`config.mk`:
```
export PLATFORM = sky130hd
export DESIGN_NAME = iea_irq_aggregator
export DESIGN_NICKNAME = d
export VERILOG_FILES = /design/src/hdl/iea_pkg.sv /design/src/hdl/iea_irq_aggregator.sv
export SDC_FILE = /design/constraint.sdc
export NUM_CORES = 1
export LEC_CHECK = 0
export ABC_AREA = 1
export BUFFER_PORTS_ARGS = -buffer_cell sky130_fd_sc_hd__buf_2
export CAP_MARGIN = 20
export CORE_ASPECT_RATIO = 0.75
export CORE_MARGIN = 2
export CORE_UTILIZATION = 25
export CTS_CLUSTER_SIZE = 30
export DETAILED_ROUTE_END_ITERATION = 16
export PLACE_DENSITY = 0.4
export SYNTH_ARGS = -nofsm -noshare
export SYNTH_HDL_FRONTEND = slang
export SYNTH_SLANG_ARGS = --single-unit
```
`constraint.sdc`:
```
create_clock -name clk -period 1.93 [get_ports clk]
set_clock_uncertainty 0.15 [all_clocks]
set_input_delay 0.0965 -clock clk [delete_from_list [all_inputs] [get_ports clk]]
set_output_delay 0.0965 -clock clk [all_outputs]
set_load 0.05 [all_outputs]
```
`src/hdl/iea_pkg.sv`:
```
// Constants and carrier types for the I/O engine interrupt aggregator
package iea_pkg;

	localparam int unsigned SRC_WIDTH  = 12;
	localparam int unsigned LINE_COUNT = 2;
	localparam int unsigned ADDR_WIDTH = 12;
	localparam int unsigned DATA_WIDTH = 32;

	// Register byte addresses
	localparam logic [11:0] OFF_RAW_SOURCES   = 12'h0128;
	localparam logic [11:0] OFF_LINE0_ENABLE  = 12'h012C;
	localparam logic [11:0] OFF_LINE0_FORCE   = 12'h0130;
	localparam logic [11:0] OFF_LINE0_STATUS  = 12'h0134;
	localparam logic [11:0] OFF_LINE1_ENABLE  = 12'h0138;
	localparam logic [11:0] OFF_LINE1_FORCE   = 12'h013C;
	localparam logic [11:0] OFF_LINE1_STATUS  = 12'h0140;
	localparam logic [11:0] OFF_EVENT_STATUS  = 12'h0144;
	localparam logic [11:0] OFF_EVENT_MASK    = 12'h0148;

	// Reset values
	localparam logic [11:0] ENABLE_RESET      = 12'h0000;
	localparam logic [11:0] FORCE_RESET       = 12'h0000;
	localparam logic [11:0] RAW_RESET         = 12'h0000;
	localparam logic [2:0]  EVENT_RESET       = 3'h0;
	localparam logic [31:0] READ_IDLE         = 32'h0000_0000;

	// Field positions of the source word
	localparam int unsigned RX_LSB            = 0;
	localparam int unsigned TX_LSB            = 4;
	localparam int unsigned FLAG_LSB          = 8;

	// Event status bits
	localparam int unsigned EVENT_WIDTH       = 3;
	localparam int unsigned EV_LINE0_RISE     = 0;
	localparam int unsigned EV_LINE1_RISE     = 1;
	localparam int unsigned EV_BAD_ADDRESS    = 2;

	// Avalon-MM response codes
	localparam logic [1:0]  RESP_OKAY         = 2'h0;
	localparam logic [1:0]  RESP_SLAVEERROR   = 2'h2;

	// Raw interrupt sources, packed to match the source register layout
	typedef struct packed {
		logic [3:0] machineFlag;
		logic [3:0] txHasSpace;
		logic [3:0] rxHasData;
	} iea_raw_src_s;

	typedef enum logic [0:0] {
		BUS_IDLE   = 1'b0,
		BUS_ANSWER = 1'b1
	} iea_bus_state_e;

endpackage : iea_pkg

```
`src/hdl/iea_irq_aggregator.sv`:
```
// Interrupt aggregator: raw sources, per-line enable and force, status, Avalon-MM slave
//
// Decided for this implementation: the Avalon-MM interface to the registers.
`timescale 1ns/1ps
`default_nettype none

module iea_irq_aggregator (
	input  wire logic                   clk,
	input  wire logic                   sys_rst,
	input  wire logic [11:0]            address,
	input  wire logic                   read,
	input  wire logic                   write,
	input  wire logic [3:0]             byteenable,
	input  wire logic [31:0]            writedata,
	output logic      [31:0]            readdata,
	output logic      [1:0]             response,
	output logic                        waitrequest,
	input  wire iea_pkg::iea_raw_src_s  rawSources,
	output logic                        interruptLineZero,
	output logic                        interruptLineOne,
	output logic                        eventIrq
);

	localparam logic [11:0] LINE_STRIDE = iea_pkg::OFF_LINE1_ENABLE - iea_pkg::OFF_LINE0_ENABLE;

	iea_pkg::iea_bus_state_e         busState_reg;
	iea_pkg::iea_bus_state_e         busState_next;
	iea_pkg::iea_raw_src_s           raw_reg;
	logic [iea_pkg::SRC_WIDTH-1:0]   rawWord;
	logic [iea_pkg::SRC_WIDTH-1:0]   enable_reg [iea_pkg::LINE_COUNT];
	logic [iea_pkg::SRC_WIDTH-1:0]   force_reg  [iea_pkg::LINE_COUNT];
	logic [iea_pkg::SRC_WIDTH-1:0]   statusNow  [iea_pkg::LINE_COUNT];
	logic [iea_pkg::LINE_COUNT-1:0]  line_reg;
	logic [iea_pkg::LINE_COUNT-1:0]  line_next;
	logic [iea_pkg::EVENT_WIDTH-1:0] eventStatus_reg;
	logic [iea_pkg::EVENT_WIDTH-1:0] eventMask_reg;
	logic [iea_pkg::EVENT_WIDTH-1:0] eventSet;
	logic [iea_pkg::SRC_WIDTH-1:0]   writeMask;
	logic [iea_pkg::SRC_WIDTH-1:0]   writeBits;
	logic [31:0]                     readdata_next;
	logic                            request;
	logic                            commit;
	logic                            addrMapped;
	logic                            badAccess;

	// Bus handshake: every access waits one cycle, then completes
	assign request     = read | write;
	assign waitrequest = request & (busState_reg != iea_pkg::BUS_ANSWER);
	assign commit      = request & (busState_reg == iea_pkg::BUS_ANSWER);

	always_comb begin
		case (busState_reg)
			iea_pkg::BUS_IDLE: begin
				busState_next = request ? iea_pkg::BUS_ANSWER : iea_pkg::BUS_IDLE;
			end
			iea_pkg::BUS_ANSWER: begin
				busState_next = iea_pkg::BUS_IDLE;
			end
			default: begin
				busState_next = iea_pkg::BUS_IDLE;
			end
		endcase
	end

	always_ff @(posedge clk) begin
		if (sys_rst) begin
			busState_reg <= iea_pkg::BUS_IDLE;
		end else begin
			busState_reg <= busState_next;
		end
	end

	// Byte lanes 0 and 1 carry the twelve implemented bits
	assign writeMask = {{4{byteenable[1]}}, {8{byteenable[0]}}};
	assign writeBits = writedata[iea_pkg::SRC_WIDTH-1:0];

	always_comb begin
		case (address)
			iea_pkg::OFF_RAW_SOURCES,
			iea_pkg::OFF_LINE0_ENABLE,
			iea_pkg::OFF_LINE0_FORCE,
			iea_pkg::OFF_LINE0_STATUS,
			iea_pkg::OFF_LINE1_ENABLE,
			iea_pkg::OFF_LINE1_FORCE,
			iea_pkg::OFF_LINE1_STATUS,
			iea_pkg::OFF_EVENT_STATUS,
			iea_pkg::OFF_EVENT_MASK: begin
				addrMapped = 1'b1;
			end
			default: begin
				addrMapped = 1'b0;
			end
		endcase
	end

	assign badAccess = commit & ~addrMapped;

	// Raw sources sampled once per cycle
	always_ff @(posedge clk) begin
		if (sys_rst) begin
			raw_reg <= iea_pkg::iea_raw_src_s'(iea_pkg::RAW_RESET);
		end else begin
			raw_reg <= rawSources;
		end
	end

	// Word layout: rx in 3:0, tx in 7:4, flags in 11:8
	assign rawWord = {raw_reg.machineFlag, raw_reg.txHasSpace, raw_reg.rxHasData};

	// One enable, force and status set per interrupt line
	for (genvar g = 0; g < iea_pkg::LINE_COUNT; g++) begin : gen_line
		localparam logic [11:0] OFF_EN = iea_pkg::OFF_LINE0_ENABLE + 12'(g) * LINE_STRIDE;
		localparam logic [11:0] OFF_FO = iea_pkg::OFF_LINE0_FORCE + 12'(g) * LINE_STRIDE;

		always_ff @(posedge clk) begin
			if (sys_rst) begin
				enable_reg[g] <= iea_pkg::ENABLE_RESET;
			end else if (commit && write && address == OFF_EN) begin
				enable_reg[g] <= (enable_reg[g] & ~writeMask) | (writeBits & writeMask);
			end
		end

		always_ff @(posedge clk) begin
			if (sys_rst) begin
				force_reg[g] <= iea_pkg::FORCE_RESET;
			end else if (commit && write && address == OFF_FO) begin
				force_reg[g] <= (force_reg[g] & ~writeMask) | (writeBits & writeMask);
			end
		end

		// Force wins regardless of source or enable
		assign statusNow[g] = (rawWord & enable_reg[g]) | force_reg[g];
		assign line_next[g] = |statusNow[g];
	end

	always_ff @(posedge clk) begin
		if (sys_rst) begin
			line_reg <= '0;
		end else begin
			line_reg <= line_next;
		end
	end

	assign interruptLineZero = line_reg[0];
	assign interruptLineOne  = line_reg[1];

	// Sticky events: line rising edges and accesses to unmapped addresses
	always_comb begin
		eventSet                          = '0;
		eventSet[iea_pkg::EV_LINE0_RISE]  = line_next[0] & ~line_reg[0];
		eventSet[iea_pkg::EV_LINE1_RISE]  = line_next[1] & ~line_reg[1];
		eventSet[iea_pkg::EV_BAD_ADDRESS] = badAccess;
	end

	// Write one to clear; a new event in the same cycle stays set
	always_ff @(posedge clk) begin
		if (sys_rst) begin
			eventStatus_reg <= iea_pkg::EVENT_RESET;
		end else if (commit && write && address == iea_pkg::OFF_EVENT_STATUS && byteenable[0]) begin
			eventStatus_reg <= (eventStatus_reg & ~writedata[iea_pkg::EVENT_WIDTH-1:0]) | eventSet;
		end else begin
			eventStatus_reg <= eventStatus_reg | eventSet;
		end
	end

	always_ff @(posedge clk) begin
		if (sys_rst) begin
			eventMask_reg <= iea_pkg::EVENT_RESET;
		end else if (commit && write && address == iea_pkg::OFF_EVENT_MASK && byteenable[0]) begin
			eventMask_reg <= writedata[iea_pkg::EVENT_WIDTH-1:0];
		end
	end

	assign eventIrq = |(eventStatus_reg & eventMask_reg);

	// Read mux; reserved bits read as zero
	always_comb begin
		readdata_next = iea_pkg::READ_IDLE;
		case (address)
			iea_pkg::OFF_RAW_SOURCES: begin
				readdata_next[iea_pkg::SRC_WIDTH-1:0] = rawWord;
			end
			iea_pkg::OFF_LINE0_ENABLE: begin
				readdata_next[iea_pkg::SRC_WIDTH-1:0] = enable_reg[0];
			end
			iea_pkg::OFF_LINE0_FORCE: begin
				readdata_next[iea_pkg::SRC_WIDTH-1:0] = force_reg[0];
			end
			iea_pkg::OFF_LINE0_STATUS: begin
				readdata_next[iea_pkg::SRC_WIDTH-1:0] = statusNow[0];
			end
			iea_pkg::OFF_LINE1_ENABLE: begin
				readdata_next[iea_pkg::SRC_WIDTH-1:0] = enable_reg[1];
			end
			iea_pkg::OFF_LINE1_FORCE: begin
				readdata_next[iea_pkg::SRC_WIDTH-1:0] = force_reg[1];
			end
			iea_pkg::OFF_LINE1_STATUS: begin
				readdata_next[iea_pkg::SRC_WIDTH-1:0] = statusNow[1];
			end
			iea_pkg::OFF_EVENT_STATUS: begin
				readdata_next[iea_pkg::EVENT_WIDTH-1:0] = eventStatus_reg;
			end
			iea_pkg::OFF_EVENT_MASK: begin
				readdata_next[iea_pkg::EVENT_WIDTH-1:0] = eventMask_reg;
			end
			default: begin
				readdata_next = iea_pkg::READ_IDLE;
			end
		endcase
	end

	// Answer is captured in the waiting cycle and stands through the completing one
	always_ff @(posedge clk) begin
		if (sys_rst) begin
			readdata <= iea_pkg::READ_IDLE;
		end else if (request && busState_reg == iea_pkg::BUS_IDLE) begin
			readdata <= read ? readdata_next : iea_pkg::READ_IDLE;
		end
	end

	always_ff @(posedge clk) begin
		if (sys_rst) begin
			response <= iea_pkg::RESP_OKAY;
		end else if (request && busState_reg == iea_pkg::BUS_IDLE) begin
			response <= addrMapped ? iea_pkg::RESP_OKAY : iea_pkg::RESP_SLAVEERROR;
		end
	end

endmodule : iea_irq_aggregator

`default_nettype wire

```
==> impl_results.md <==
- Status: finished clean
- Synthesized flop and latch total: 82
- Util after Layout: 31.3%
- Final Slew Violations: 0
- TNS Setup: 0 ns
- Crit path max fanout: 12
- Residual DRC count: 0
- Syn Inst Count: 646
- Average size of a mapped cell: 7.35 um^2
- Nets: 794
- Yosys warns: 0
- Core ar.: 18600 um^2
- Synth Area in XOR/XNOR: 0%
- Synth Area in Simple Gates: 30.5%
- Pwr Density: 729 nW/um^2
- Setup Buffers After CTS: 0
- Dominant cell type by area after synthesis: edfxtp_1
- Final GP Congestion: 0.877
- First-pass GRT wire length: 23500 um
- Post-CTS Resized: 0
- Drt via density: 4.51
- Final hold vios: 0
- Dominant synthesized flop cell: edfxtp_1
- Critical Path AT: 1.72 ns
- Drt wl/cell: 15.6 um
- Violation count after the first detailed-route iteration: 377
- CP endpoint kind: flip-flop
- I/O pin cnt: 102
- Placed Cells: 951
- Max Cap Violations: 0
- Die X: 163 um
- Synth top area cells: edfxtp_1 (30%), dfxtp_1 (14%), nor2_1 (9.3%)
- Layout fillers: 2029
- Worst path required time: 1.98 ns
- Largest net degree at the start of global routing: 31
- Core Rows: 43
- Total GRT Usage: 15.8%
- Unrepaired setup endpoints after global routing: no
- CTS tree: yes
- Die area: 20100 um^2
- Vias in the first global route: 4038
- I/O Buffers: 58
- Sink Count: 82
- Worst VDD drop: 0.390 mV
- Tcrit/Tclk final: 86.8%
- Post-synth top area share: 30.4%
- Worst setup path class: reg2reg
- Cell variety after synth: 28
- Setup ws final: 0.255 ns
- Mux cell area share after synthesis: 0%
- F_max: 0.597 GHz
- Clock Tree Buf Depth: 2
- Adder-cell share of the synthesized area: 0%
- Setup Viol. Count Final: 0
- DR pass1 iterations: 5
- Path category of the worst min-delay check: in2reg
- Starting Density: 25.6%
- Skew-Pair Late Insertion Delay: 0.34 ns
- Layout area overhead: 22.5%
- Ys async rst share: 0%
- Most frequent cells in the layout: nor2_1 (118), nand2_1 (117), a21oi_1 (79)
- Synth Area in Compound Gates: 13.1%
- Antenna Nets Post-Route: 0
- Vias: 4419
- Drt total wl: 15300 um
- Initial antenna violation count: 0
- Most common cell after layout, fill and taps aside: nor2_1
- Depth of the CTS H-tree: 3
- EDFF count, synth: 48
- Mapped cell area: 4750 um^2
- Worst-path clk slew: 0.06 ns
- Multi-input logic area: 2150 um^2
- Grt ovf: 0
- Critical path startpoint category: flip-flop
- Minimum clock period: 1.68 ns
- Layout Cells excl Fill: 980
- Die Y: 123 um
- Dpl ws: 0.105 ns
- DP Wirelength: 11900 um
- CTS Buf Count: 9
- Sequential-to-total area share from yosys stat: 44.7%
- ANT cells: 0
- Clk Tree Root Cell: clkbuf_16
- Seq. cell area: 2120 um^2
- Share of layout cells above drive strength 1: 17.2%
- Pleak: 2.65 nW
- Combinational family with the most area after synthesis: simple AND/OR/NAND/NOR gates
-- worst paths after layout --
check | slack (ns) | from | end | cells after the start
max reg2reg | 0.25 | busState_reg | force_reg[0][1] | 5
max | 0.25 | busState_reg | force_reg[0][1] | 5
min reg2reg | 0.29 | line_reg[0] | eventStatus_reg[0] | 1
min | 0.05 | write | eventStatus_reg[2] | 5
-- cells by family after synthesis --
logic type | after synthesis
buffers and inverters | 116
and+or+nand+nor | 329
other | 1
AOI/OAI and AO/OA | 118
DFF | 82
-- final cells by class --
cell class	instances	area share [%]
well taps	247	5.31
flip-flops and latches	82	36.5
clock buffers	9	3.87
repair buffers	92	10.9
clock inverters	5	1.40
inverters	77	5.06
multi-input cells	468	37.0
-- synthesized netlist by cell type, types with 2 or more instances --
cell type and number:
nor2_1 118, nand2_1 117, a21oi_1 79, inv_1 69, nand3_1 61, edfxtp_1 48
dfxtp_1 34, o21ai_0 26, buf_4 24, a21o_1 12, nand2_2 10, clkbuf_1 9
nor2_2 7, inv_2 6, nor2_4 6, buf_2 4, nand3_2 3, buf_6 2
nand4_1 2
-- metrics by stage --
stage	instance area [um^2]	hold slack (ns)	total power, W
floorplan	4820	0.0275	0.00232
global placement	5360	0.157	0.00246
detailed placement	5360	0.156	0.00246
CTS	5820	0.0428	0.00429
global route	5820	0.110	0.00442
finish	5820	0.0475	0.00424
-- worst max-delay path: stages (launching register included) --
cell	delay (ns)
dfxtp_1	0.35
nand3_1	0.30
inv_1	0.27
nand3_1	0.17
buf_12	0.20
nor2_1	0.10
-- metal layers --
metal	global-route usage, %	vias up	routed length [um]	part of all wire (%)
met2	21.6	133	5930	39
li1	-	2225	-	-
met3	2.75	14	741	4.8
met4	4.54	0	230	1.5
met5	0	-	0	0
met1	24.7	2047	8410	55
-- report_power, final --
part / leakage (nW) / switching, W / total, W / internal (W)
clock network: 0.144 / 0.000672 / 0.00179 / 0.00112
registers: 0.774 / 0.0000676 / 0.00198 / 0.00191
logic: 1.73 / 0.000337 / 0.000476 / 0.000139
-- timing repair --
| item | in CTS | in global routing |
|---|---|---|
| hold endpoints to repair | 15 | 0 |
| setup endpoints to repair | 0 | 0 |
| hold buffers | 15 | 0 |
Note: power is estimated with default switching activity, not from simulation.
